==> src/psh_pkg.sv <==
// Constants shared by the pseudo-static memory host controller.
package psh_pkg;

  // Pin and timer widths.
  localparam int ADDR_W = 19;
  localparam int DATA_W = 8;
  localparam int TMR_W  = 8;

  // Clock and device timing figures, in nanoseconds.
  localparam int CLK_PERIOD_NS      = 5;
  localparam int READ_PERIOD_NS     = 70;
  localparam int SELECT_TO_DATA_NS  = 70;
  localparam int WRITE_PULSE_NS     = 60;
  localparam int DATA_SETUP_NS      = 25;
  localparam int OUT_OFF_NS         = 25;
  localparam int ADDR_SKEW_LIMIT_NS = 10;

  // Cycle counts derived from the figures above, least times rounded up.
  localparam int READ_PERIOD_CYC = (READ_PERIOD_NS + CLK_PERIOD_NS - 1) / CLK_PERIOD_NS;
  localparam int ACCESS_CYC      = (SELECT_TO_DATA_NS + CLK_PERIOD_NS - 1) / CLK_PERIOD_NS;
  localparam int PULSE_CYC       = (WRITE_PULSE_NS + CLK_PERIOD_NS - 1) / CLK_PERIOD_NS;
  localparam int SETUP_CYC       = (DATA_SETUP_NS + CLK_PERIOD_NS - 1) / CLK_PERIOD_NS;
  localparam int TURN_CYC        = (OUT_OFF_NS + CLK_PERIOD_NS - 1) / CLK_PERIOD_NS;

  // Reset values of the pin and user registers.
  localparam logic              CTRL_OFF  = 1'h1;
  localparam logic              DRIVE_OFF = 1'h0;
  localparam logic [ADDR_W-1:0] ADDR_RST  = 19'h0_0000;
  localparam logic [DATA_W-1:0] DATA_RST  = 8'h00;

endpackage : psh_pkg

==> src/psh_ctrl.sv <==
// Host controller that drives an asynchronous pseudo-static memory over its pins.
//
// Overview of operation
// - Write lasts only while select and store strobe are both low.
// - Host times write data against the control edge ending the write.
// - Reads are select-controlled; address stable before select falls.
// - Address stable no later than 10 ns into the read cycle.
// - Avoid short invalid addresses over 15 us; deselect a read period instead.
// - Host drives data only after the device outputs have turned off.
`timescale 1ns/10ps
`default_nettype none

module psh_ctrl
  import psh_pkg::*;
#(
  parameter int ACCESS_CYCLES = ACCESS_CYC,
  parameter int PULSE_CYCLES  = PULSE_CYC,
  parameter int REST_CYCLES   = READ_PERIOD_CYC
)
(
  // Clock and reset.
  input  wire logic              mclk,
  input  wire logic              rst,
  // User request.
  input  wire logic              req_valid,
  input  wire logic              req_write,
  input  wire logic [ADDR_W-1:0] req_addr,
  input  wire logic [DATA_W-1:0] req_wdata,
  output logic                   req_ready,
  // User answer.
  output logic                   rsp_valid,
  output logic      [DATA_W-1:0] rsp_rdata,
  // Memory control pins.
  output logic                   device_select_n,
  output logic                   output_drive_n,
  output logic                   store_strobe_n,
  output logic      [ADDR_W-1:0] word_select_pins,
  // Memory data pins.
  input  wire logic [DATA_W-1:0] data_pins_in,
  output logic      [DATA_W-1:0] data_pins_out,
  output logic                   data_pins_oe
);

  ////////////////////////////////////////////////////////////////////////////
  // Parameter checks.
  if (ACCESS_CYCLES < 1 || ACCESS_CYCLES > 2**TMR_W)
  begin : g_chk_access
    $error("ACCESS_CYCLES out of range");
  end
  if (PULSE_CYCLES < SETUP_CYC || PULSE_CYCLES > 2**TMR_W)
  begin : g_chk_pulse
    $error("PULSE_CYCLES out of range");
  end
  if (REST_CYCLES < TURN_CYC || REST_CYCLES > 2**TMR_W)
  begin : g_chk_rest
    $error("REST_CYCLES out of range");
  end

  ////////////////////////////////////////////////////////////////////////////
  // Access sequencer.
  typedef enum logic [2:0] {
    ST_IDLE,
    ST_SETUP,
    ST_READ,
    ST_WRITE,
    ST_HOLD,
    ST_REST
  } psh_state_t;
  psh_state_t        state_q;
  psh_state_t        state_d;
  logic              write_q;
  logic              write_d;
  logic [ADDR_W-1:0] addr_q;
  logic [ADDR_W-1:0] addr_d;
  logic [DATA_W-1:0] wdata_q;
  logic [DATA_W-1:0] wdata_d;
  logic [DATA_W-1:0] rdata_q;
  logic [DATA_W-1:0] rdata_d;
  logic              ce_q;
  logic              ce_d;
  logic              oe_q;
  logic              oe_d;
  logic              we_q;
  logic              we_d;
  logic              doe_q;
  logic              doe_d;
  logic              ready_q;
  logic              ready_d;
  logic              resp_q;
  logic              resp_d;
  logic              tmr_load;
  logic [TMR_W-1:0]  tmr_val;
  logic              tmr_done;
  psh_timer #(.W (TMR_W)) u_timer (
    .mclk     (mclk),
    .rst      (rst),
    .load     (tmr_load),
    .load_val (tmr_val),
    .expired  (tmr_done)
  );
  always_comb
  begin
    state_d  = state_q;
    write_d  = write_q;
    addr_d   = addr_q;
    wdata_d  = wdata_q;
    rdata_d  = rdata_q;
    ce_d     = ce_q;
    oe_d     = oe_q;
    we_d     = we_q;
    doe_d    = doe_q;
    ready_d  = ready_q;
    resp_d   = 1'b0;
    tmr_load = 1'b0;
    tmr_val  = '0;
    case (state_q)
      ST_IDLE:
      begin
        // Address and data settle while the device is still deselected.
        if (req_valid && ready_q)
        begin
          addr_d  = req_addr;
          wdata_d = req_wdata;
          write_d = req_write;
          doe_d   = req_write;
          ready_d = 1'b0;
          state_d = ST_SETUP;
        end
      end
      ST_SETUP:
      begin
        ce_d = 1'b0;
        if (write_q)
        begin
          we_d     = 1'b0;
          tmr_load = 1'b1;
          tmr_val  = TMR_W'(PULSE_CYCLES - 1);
          state_d  = ST_WRITE;
        end
        else
        begin
          oe_d     = 1'b0;
          tmr_load = 1'b1;
          tmr_val  = TMR_W'(ACCESS_CYCLES - 1);
          state_d  = ST_READ;
        end
      end
      ST_READ:
      begin
        if (tmr_done)
        begin
          rdata_d  = data_pins_in;
          resp_d   = 1'b1;
          ce_d     = 1'b1;
          oe_d     = 1'b1;
          tmr_load = 1'b1;
          tmr_val  = TMR_W'(REST_CYCLES - 1);
          state_d  = ST_REST;
        end
      end
      ST_WRITE:
      begin
        // Both controls rise on one edge, with data held past it.
        if (tmr_done)
        begin
          ce_d    = 1'b1;
          we_d    = 1'b1;
          state_d = ST_HOLD;
        end
      end
      ST_HOLD:
      begin
        doe_d    = 1'b0;
        resp_d   = 1'b1;
        tmr_load = 1'b1;
        tmr_val  = TMR_W'(REST_CYCLES - 1);
        state_d  = ST_REST;
      end
      ST_REST:
      begin
        // A full read period deselected after every access.
        if (tmr_done)
        begin
          ready_d = 1'b1;
          state_d = ST_IDLE;
        end
      end
      default:
      begin
        state_d = ST_IDLE;
      end
    endcase
  end
  always_ff @(posedge mclk or posedge rst)
  begin
    if (rst)
    begin
      state_q <= ST_IDLE;
      write_q <= 1'b0;
      addr_q  <= ADDR_RST;
      wdata_q <= DATA_RST;
      rdata_q <= DATA_RST;
      ce_q    <= CTRL_OFF;
      oe_q    <= CTRL_OFF;
      we_q    <= CTRL_OFF;
      doe_q   <= DRIVE_OFF;
      ready_q <= 1'b1;
      resp_q  <= 1'b0;
    end
    else
    begin
      state_q <= state_d;
      write_q <= write_d;
      addr_q  <= addr_d;
      wdata_q <= wdata_d;
      rdata_q <= rdata_d;
      ce_q    <= ce_d;
      oe_q    <= oe_d;
      we_q    <= we_d;
      doe_q   <= doe_d;
      ready_q <= ready_d;
      resp_q  <= resp_d;
    end
  end
  assign req_ready        = ready_q;
  assign rsp_valid        = resp_q;
  assign rsp_rdata        = rdata_q;
  assign device_select_n  = ce_q;
  assign output_drive_n   = oe_q;
  assign store_strobe_n   = we_q;
  assign word_select_pins = addr_q;
  assign data_pins_out    = wdata_q;
  assign data_pins_oe     = doe_q;
  ////////////////////////////////////////////////////////////////////////////
  // Checks.
  logic [TMR_W:0] lo_cnt_q;
  logic [TMR_W:0] lo_cnt_d;
  logic [TMR_W:0] hi_cnt_q;
  logic [TMR_W:0] hi_cnt_d;
  // Deselect count starts saturated: the gap applies between accesses, not after reset.
  always_comb
  begin
    lo_cnt_d = ce_q ? '0 : lo_cnt_q + (TMR_W+1)'(1);
    hi_cnt_d = !ce_q ? '0 : (hi_cnt_q == '1) ? hi_cnt_q : hi_cnt_q + (TMR_W+1)'(1);
  end
  always_ff @(posedge mclk or posedge rst)
  begin
    if (rst)
    begin
      lo_cnt_q <= '0;
      hi_cnt_q <= '1;
    end
    else
    begin
      lo_cnt_q <= lo_cnt_d;
      hi_cnt_q <= hi_cnt_d;
    end
  end
endmodule : psh_ctrl

`default_nettype wire

==> src/psh_timer.sv <==
// Down-counter that times the read, write and rest phases of a memory access.
`timescale 1ns/10ps
`default_nettype none

module psh_timer
  import psh_pkg::*;
#(
  parameter int W = TMR_W
)
(
  // Clock and reset.
  input  wire logic         mclk,
  input  wire logic         rst,
  // Load and status.
  input  wire logic         load,
  input  wire logic [W-1:0] load_val,
  output logic              expired
);

  if (W < 1)
  begin : g_chk_width
    $error("W out of range");
  end

  logic [W-1:0] count_q;
  logic [W-1:0] count_d;

  always_comb
  begin
    count_d = count_q;
    if (load)
    begin
      count_d = load_val;
    end
    else if (count_q != '0)
    begin
      count_d = count_q - W'(1);
    end
  end

  always_ff @(posedge mclk or posedge rst)
  begin
    if (rst)
    begin
      count_q <= '0;
    end
    else
    begin
      count_q <= count_d;
    end
  end

  assign expired = (count_q == '0);

endmodule : psh_timer

`default_nettype wire
==> config.mk <==
export PLATFORM = sky130hd
export DESIGN_NAME = psh_ctrl
export DESIGN_NICKNAME = d
export VERILOG_FILES = /design/src/psh_pkg.sv /design/src/psh_ctrl.sv /design/src/psh_timer.sv
export SDC_FILE = /design/constraint.sdc
export NUM_CORES = 1
export LEC_CHECK = 0
export ABC_AREA = 1
export BUFFER_PORTS_ARGS = -buffer_cell sky130_fd_sc_hd__buf_2
export CAP_MARGIN = 25
export CORE_MARGIN = 10
export CORE_UTILIZATION = 50
export CTS_CLUSTER_DIAMETER = 150
export DETAILED_ROUTE_END_ITERATION = 8
export PLACE_DENSITY = 0.8
export REMOVE_ABC_BUFFERS = 1
export SLEW_MARGIN = 20
export SYNTH_ARGS = -nofsm -noshare
export SYNTH_HDL_FRONTEND = slang
export SYNTH_SLANG_ARGS = --single-unit
==> constraint.sdc <==
create_clock -name mclk -period 2.51 [get_ports mclk]
set_clock_uncertainty 0.2 [all_clocks]
set_input_delay 0.1255 -clock mclk [delete_from_list [all_inputs] [get_ports mclk]]
set_output_delay 0.1255 -clock mclk [all_outputs]
set_load 0.05 [all_outputs]
## After elaboration in Yosys (flattened, before gate mapping)

Index checks and enable logic that the tools add are counted.

| storage, ports and cells | value |
|---|---|
| flip-flop bits (word level) | 53 |
| word-level logic and storage cells | 69 |
| output and inout port bits | 41 |
| input port bits | 39 |

| cells by class | value |
|---|---|
| reduce and logical (&&, ||, !) cells | 20 |
| equal/unequal tests | 12 |
| multiplexer cells | 24 |
| add/subtract/negate cells | 1 |

Operator list:

| operator | count |
|---|---|
| case mux 3 bit (6 select lines) | 1 |
| 2-to-1 mux 8 bit | 2 |
| 2-to-1 mux 3 bit | 5 |
| case mux 1 bit (2 select lines) | 7 |
| != test 2 bit (second input constant) | 6 |
| case mux 4 bit (3 select lines) | 1 |
| nonzero test 2 bit | 6 |
| AND reduction 3 bit | 3 |
| logical NOT 8 bit | 1 |
| AND reduction 2 bit | 4 |
| nonzero test 8 bit | 1 |
| subtractor 8 x 1 -> 8 bit (second input constant) | 1 |
| 2-to-1 mux 1 bit | 7 |
| == test 3 x 2 -> 1 bit (second input constant) | 2 |
| == test 3 bit (second input constant) | 2 |
| 2-to-1 mux 4 bit | 1 |
| AND reduction 4 bit | 1 |
| OR reduction 2 bit | 2 |
| == test 3 x 1 -> 1 bit (second input constant) | 1 |
| logical NOT 3 bit | 1 |
| != test 2 x 1 -> 1 bit (second input constant) | 1 |
| logical AND 1 bit | 1 |

## Logic depth before layout (Yosys ltp)

Gate-level depths: netlist of the first run.

| logic depth | value |
|---|---|
| depth after elaboration | 4 |
| depth in mapped cells | 9 |

## Modules after synthesis

Synthesis of the first run repeated with hierarchy kept, for this count alone.

| second synthesis, totals | value |
|---|---|
| cell total of the unflattened synthesis | 285 |
| area, all modules | 2,378.5 µm² |

By module, submodules not included:

| module | area an instance (µm²) | instances | cells each |
|---|---|---|---|
| psh_ctrl | 1,848.0 | 1 | 214 |
| psh_timer | 530.5 | 1 | 71 |

## Worst setup path before layout of the first run

Ideal clock, no wire load.

| timing | value |
|---|---|
| path kind | reg2reg |
| start | reg ready_q (netlist: req_ready) |
| end | reg wdata_q[0] (netlist: data_pins_out[0]) |
| cell stages (with the launch flop) | 7 |
| slack | 0.779 ns |
| arrival | 1.411 ns |
| cell sequence | dfstp_2 nand2_1 nor3_4 inv_2 buf_2 nand2_1 nand2_1 |

| between the ends | value |
|---|---|
| cells in the longest elaborated chain, start to end | 2 |

Ends and longest elaborated chain:

| element | RTL line | RTL |
|---|---|---|
| start: declaration | psh_ctrl.sv:87 | `logic ready_q;` |
| start signal: assignment | psh_ctrl.sv:221 | `ready_q <= ready_d;` |
| logical AND 1 bit | psh_ctrl.sv:120 | `if (req_valid && ready_q)` |
| AND reduction 2 bit (no source line) | n/a |  |
| end signal: assignment | psh_ctrl.sv:215 | `wdata_q <= wdata_d;` |
| end: declaration | psh_ctrl.sv:75 | `logic [DATA_W-1:0] wdata_q;` |

Every way passes these cells.
A chain may end at the register's enable or synchronous reset.

## Worst setup path in the final report of the first run

| timing | value |
|---|---|
| start | reg u_timer.count_q[0] |
| end | reg rdata_q[3] (netlist: rsp_rdata[3]) |

| between the ends | value |
|---|---|
| cells in the longest elaborated chain, start to end | 2 |

Ends and longest elaborated chain:

| element | RTL line | RTL |
|---|---|---|
| start: declaration | psh_timer.sv:25 | `logic [W-1:0] count_q;` |
| start signal: assignment | psh_timer.sv:49 | `count_q <= count_d;` |
| logical NOT 8 bit | psh_timer.sv:53 | `assign expired = (count_q == '0);` |
| AND reduction 2 bit (no source line) | n/a |  |
| end signal: assignment | psh_ctrl.sv:216 | `rdata_q <= rdata_d;` |
| end: declaration | psh_ctrl.sv:77 | `logic [DATA_W-1:0] rdata_q;` |

Every way passes these cells.

==> impl_metrics.yaml, run 1 <==
run_status:
  outcome: "complete, no violations"
worst_setup_path:
  cpLargestDelayFamily: "simple AND/OR/NAND/NOR gates"
  worstPathMaxFanout: 15
  slowest_stage: "dfrtp_1"
  r2r_cells: 8
  cpPeakStageDelay_ns: 0.37
  rrSetupSlack_ns: 0.55
  cp-start-kind: "register"
  required_ns: 2.55
  rr_endpoint: "rsp_rdata[3]$_DFFE_PP0P_"
  critical_path_arrival_ns: 2.01
  cp-end-kind: "register"
  crit_buf_inv: 2
  path_cells: "inv_1 -> ha_1 -> nand2_1 -> nor2_1 -> nand3_2 -> inv_1 -> nand2_1 -> nand2_1"
  worstSetupPathType: "register to register"
  crit_top_cell: "nand2_1"
  worstReg2RegStart: "u_timer.count_q[0]$_DFFE_PP0P_"
power_and_ir_drop:
  max-vdd-ir-drop_mv: 0.4090
  intPower_mw: 1.112
  p_per_area_nw_per_um2: 446.7
  p_clk_share_pct: 33.7
  power_switching_share_pct: 22.37
  total_power_mw: 1.433
  seq_power_share_pct: 59.6
  combPwrFrac_pct: 6.7
  switchingPower_uw: 320.5
  p_leak_nw: 1.873
placed_design:
  place_congestion: 0.8629
  numPortBuffers: 79
  place_ws_ns: 0.5615
  place_area_um2: 2746
  dp.cells: 407
  dp_hpwl_um: 4214
sta:
  max_slew_margin_pct: 70.31
  tightest_slew_ns: 0.4446
  max_freq_mhz: 509.1
  grt_setup_unrepaired: "no"
  slew_viol_final: 0
  final.setup.worst_slack_ns: 0.5459
  fin_crit_sh_pct: 78.25
  final.setup.tns_ns: 0
  setup_viol: 0
  whs_ns: 0.1714
  fin_crit_ns: 1.964
  hold_viol_final: 0
synth:
  netlist.area_leader.share_pct: 53.46
  synthCells: 279
  post_synth_main_area_contributors: "dfrtp_1 (53%), nand2_1 (22%), dfstp_2 (4.6%), nor2_1 (3.9%), o21ai_0 (2.8%)"
  synth.largest_area_cell: "dfrtp_1"
  synth.distinct_cells: 21
  synth-seq-area-share_pct: 58.05
  avgSynthCellArea_um2: 8.220
  syn_area_um2: 2293
  ys_seq_elements: 53
  ys_warn_count: 0
hold_path:
  worstHoldPathCells: 6
  min_from: "req_valid"
  hp-class: "input pin to register"
  min_to: "state_q[1]$_DFFE_PP0P_"
clocking:
  cts_sinks: 53
  clockBufferDepth: 2
  clkTransAtPathRegs_ns: 0.10
  cts_max_level: 2
  post_cts_buffers: 0
  cts_buffers: 5
  cts_tree: "built"
  root_buffer: "clkbuf_8"
  cts_resized: 0
  clock_latency_ns: 0.31
routing:
  routed_wl_um: 6708
  detail-route-antenna-nets: 0
  drt-initial-drc-count: 132
  wire_per_inst_um: 14.84
  via_per_inst: 4.934
  drc: 0
  vias: 2230
  first_pass_iters: 4
global_routing:
  grt_use_total_pct: 18.08
  grtUsageMet3_pct: 7.521
  use_met2_pct: 28.84
  grt_overflow_total: 0
  grt_pass1_vias: 2377
  use_met1_pct: 21.69
  antenna_found_initial: 0
  grt_max_degree: 29
  top_usage_layer: "met2"
  grt_pass1_wl_um: 11260
finish:
  register_area_um2: 1331
  final_common_cell: "nand2_1"
  utilization_pct: 73.15
  stdcell_count: 452
  fill_cells: 302
  antenna_cells: 0
  multi_input_area_um2: 860.8
  drive_gt1_share_pct: 26.00
  nNetsFinal: 440
  syn2layout_area_growth_pct: 39.83
  final_area_um2: 3207
  layout_common_cells: "nand2_1 (137), buf_2 (79), dfrtp_1 (49), dlygate4sd3_1 (37), nor2_1 (24)"
floorplan:
  start_util_pct: 52.31
  die_y_um: 87.73
  fp.coreArea_um2: 4384
  dieArea_um2: 7696
  io_pins: 80
  die_w_um: 87.73
  row_count: 24
flow_run:
  cap_violations: 0
[per-layer routing]
layer / share of wire (%) / vias to the layer above
met5: 0 / -
met3: 9.6 / 12
li1: - / 1095
met2: 49 / 97
met1: 40 / 1026
met4: 1.3 / 0
[layout make-up]
class	count	area share, %
repair buffers	120	24.81
multi-input cells	202	26.84
clock buffers	5	2.146
clock inverters	3	0.6633
inverters	17	1.990
flip-flops and latches	53	41.51
well taps	52	2.029
[power by group through the flow]
stage	logic, mW	clock network (mW)	registers [mW]
detailed placement	0.0482	0	0.870
global placement	0.0480	0	0.870
floorplan	0.0124	0	0.870
global route	0.106	0.532	0.854
finish	0.0959	0.483	0.853
CTS	0.0923	0.495	0.854
[synthesized netlist by cell type]
cell type,count
nand2_1,137
dfrtp_1,49
nor2_1,24
inv_1,14
o21ai_0,13
nand3_1,9
buf_2,6
a21oi_1,5
dfstp_2,4
inv_2,3
ha_1,2
nand3b_1,2
nor3_1,2
xor2_1,2
buf_4,1
nand2_2,1
nand3_2,1
nand4_1,1
nor2_2,1
nor3_4,1
o21ai_2,1
[repair_timing]
item / 4_1_cts / 5_1_grt
endpoints found under the setup margin: 0 / 0
hold buffers: 37 / 0
hold endpoints to repair: 56 / 0
[worst max-delay path by stage]
| stage | startpoint | to | slack [ns] | cells past startpoint |
|---|---|---|---|---|
| floorplan | req_ready$_DFFE_PP1P_ | data_pins_out[0]$_DFFE_PP0P_ | 0.24 | 5 |
| global placement | u_timer.count_q[0]$_DFFE_PP0P_ | rsp_rdata[2]$_DFFE_PP0P_ | 0.64 | 8 |
| detailed placement | u_timer.count_q[0]$_DFFE_PP0P_ | rsp_rdata[3]$_DFFE_PP0P_ | 0.56 | 8 |
| CTS | u_timer.count_q[0]$_DFFE_PP0P_ | rsp_rdata[3]$_DFFE_PP0P_ | 0.54 | 8 |
| global route | u_timer.count_q[0]$_DFFE_PP0P_ | rsp_rdata[3]$_DFFE_PP0P_ | 0.29 | 8 |
| finish | u_timer.count_q[0]$_DFFE_PP0P_ | rsp_rdata[3]$_DFFE_PP0P_ | 0.55 | 8 |
[cells by family (layout without fill, tap and decap cells)]
family	Yosys count	after routing	synth area share, %
AND/OR/NAND/NOR	179	179	31.37
flip-flops	53	53	58.05
buffers and inverters	24	145	4.419
AO/OA/AOI/OAI	19	19	4.310
adder cells (fa/ha/maj)	2	2	1.091
XOR/XNOR	2	2	0.7639
[registers in the layout, summed over array words and instances, names as in the netlist]
signal,flops
word_select_pins,19
data_pins_out,8
rsp_rdata,8
u_timer.count_q,8
state_q,3
data_pins_oe,1
device_select_n,1
output_drive_n,1
req_ready,1
rsp_valid,1
store_strobe_n,1
write_q,1
[tightest hold or removal path: cells and delay by family]
family / cells / cell delay [ns]
simple gates: 5 / 0.45
buf+inv: 1 / 0.07
Power figures use the tool's default switching activity.
==> inputs of run 2 (changes only) <==
- CORE_UTILIZATION: 50 -> 44
- PLACE_DENSITY: 0.8 -> 0.75
- clock period: 2.51 -> 1.8 ns (I/O delays scaled with it)
==> run 2 against run 1 <==
Via count is 2.2% lower. Non-clock buffer count is 4 higher. Hold slack worse by 0.026 ns. Sequential share of layout area is 0.97 points lower. Clock power is 41% higher. Register-to-register slack worse by 0.46 ns. Global-route usage is 2.8 points lower. Sequential power is 40% higher. Setup slack worse by 0.46 ns. Critical endpoint is now rsp_rdata[5]$_DFFE_PP0P_. Largest power group unchanged.
==> impl_metrics.yaml, run 2 (synthesis gave the netlist of run 1 again) <==
run_status:
  outcome: "complete, no violations"
routing:
  first_pass_iters: 4
  via_per_inst: 4.601
  routed_wl_um: 6256
  drt-initial-drc-count: 70
  drc: 0
  detail-route-antenna-nets: 0
  vias: 2181
  wire_per_inst_um: 13.20
power_and_ir_drop:
  p_per_area_nw_per_um2: 610.8
  max-vdd-ir-drop_mv: 0.4395
  p_leak_nw: 1.896
finish:
  syn2layout_area_growth_pct: 43.15
  register_area_um2: 1331
  largest_reg_flops: 19
  stdcell_count: 474
  final_area_um2: 3283
  final_common_cell: "nand2_1"
  multi_input_area_um2: 868.3
  antenna_cells: 0
  fill_cells: 438
  nNetsFinal: 444
  layout_common_cells: "nand2_1 (137), buf_2 (79), dfrtp_1 (49), dlygate4sd3_1 (37), nor2_1 (23)"
  drive_gt1_share_pct: 27.23
worst_setup_path:
  setup.worst_path.start: "u_timer.count_q[1]$_DFFE_PP0P_"
  worstReg2RegStart: "u_timer.count_q[1]$_DFFE_PP0P_"
  path_cells: "inv_1 -> ha_1 -> nand2_1 -> nor2_4 -> nand3_2 -> buf_4 -> nand2_1 -> nand2_1"
  worstPathMaxFanout: 9
  worstSetupPathType: "register to register"
  crit_top_cell: "nand2_1"
  cp-start-kind: "register"
  critical_path_arrival_ns: 1.72
  rr_endpoint: "rsp_rdata[5]$_DFFE_PP0P_"
  cp-end-kind: "register"
  cpPeakStageDelay_ns: 0.38
  slowest_stage: "dfrtp_1"
  rrSetupSlack_ns: 0.08
  required_ns: 1.80
  r2r_cells: 8
global_routing:
  antenna_found_initial: 0
  grt_pass1_wl_um: 10890
  grt_pass1_vias: 2356
  grt_overflow_total: 0
  grt_max_degree: 54
  grt_use_total_pct: 15.28
sta:
  final.setup.tns_ns: 0
  tightest_slew_ns: 0.4634
  hold_viol_final: 0
  final.setup.worst_slack_ns: 0.08304
  max_freq_mhz: 582.4
  setup_viol: 0
  grt_setup_unrepaired: "yes"
  slew_viol_final: 0
  max_slew_margin_pct: 69.06
  fin_crit_sh_pct: 95.39
  whs_ns: 0.1457
  fin_crit_ns: 1.717
hold_path:
  min_to: "state_q[2]$_DFFE_PP0P_"
  min_from: "req_valid"
  hp-class: "input pin to register"
  worstHoldPathCells: 5
placed_design:
  place_area_um2: 2796
  place_congestion: 0.7941
  dp_hpwl_um: 4177
  numPortBuffers: 79
  place_ws_ns: -0.04709
  dp.cells: 427
clocking:
  clkTransAtPathRegs_ns: 0.10
  clock_latency_ns: 0.31
  cts_tree: "built"
  clockBufferDepth: 2
  cts_buffers: 5
  cts_sinks: 53
  cts_max_level: 2
  root_buffer: "clkbuf_8"
floorplan:
  dieArea_um2: 8500
  io_pins: 80
  row_count: 26
  fp.coreArea_um2: 5075
  start_util_pct: 45.19
  die_y_um: 92.20
  die_w_um: 92.20
flow_run:
  cap_violations: 0
-- run 2: cell types whose count changed in the layout (fill, tap and decap cells not counted), sizes merged --
cell  delta
buf      +4
-- run 2: repair_timing --
item | in CTS | in global routing
setup endpoints to repair | 9 | 18
gates resized for setup | 2 | 3
setup buffers | 2 | 0
hold buffers | 37 | 0
pin swaps | 1 | 0
endpoints found under the hold margin | 90 | 0
-- run 2: stage by stage --
step	util [%]	power, mW
after floorplan	-	1.231
after global placement	55.10	1.282
after detailed placement	55.10	1.282
after CTS	64.60	2.029
after global routing	64.69	2.093
final	64.69	2.005
-- run 2: critical path, delay by kind of cell, from the launching register on --
kind / cells / cell delay (ns)
flip-flops: 1 / 0.38
AND/OR/NAND/NOR: 5 / 0.52
buffers and inverters: 2 / 0.33
adder cells (fa/ha/maj): 1 / 0.17
-- run 2: layer usage --
metal / GRT usage (%) / part of all wire [%] / up-vias
met4: 3.085 / 0.88 / 0
met2: 25.94 / 47 / 74
li1: - / - / 1106
met3: 6.927 / 9.6 / 6
met5: 0 / 0 / -
met1: 17.33 / 43 / 995
-- run 2: final cells by class --
type	count	area share, %
Timing Repair Buffer	124	25.53
Multi-Input combinational cell	202	26.45
Tap cell	70	2.668
Clock inverter	3	0.7622
Sequential cell	53	40.55
Clock buffer	5	2.096
Inverter	17	1.944
-- run 2: worst max-delay path by stage --
stage / endpoint / slack (ns) / cells past startpoint
floorplan: data_pins_out[0]$_DFFE_PP0P_ / -0.47 / 5
global placement: rsp_rdata[5]$_DFFE_PP0P_ / 0.09 / 8
detailed placement: rsp_rdata[6]$_DFFE_PP0P_ / -0.05 / 8
CTS: state_q[0]$_DFFE_PP0P_ / 0.06 / 8
global route: state_q[1]$_DFFE_PP0P_ / -0.03 / 9
finish: rsp_rdata[5]$_DFFE_PP0P_ / 0.08 / 8
-- run 2: power breakdown --
part           leakage, nW  switching, mW  internal, mW  total [mW]
clock network       0.0447          0.402         0.281       0.683
registers            0.674              0          1.19        1.19
logic                 1.18         0.0462        0.0855       0.132
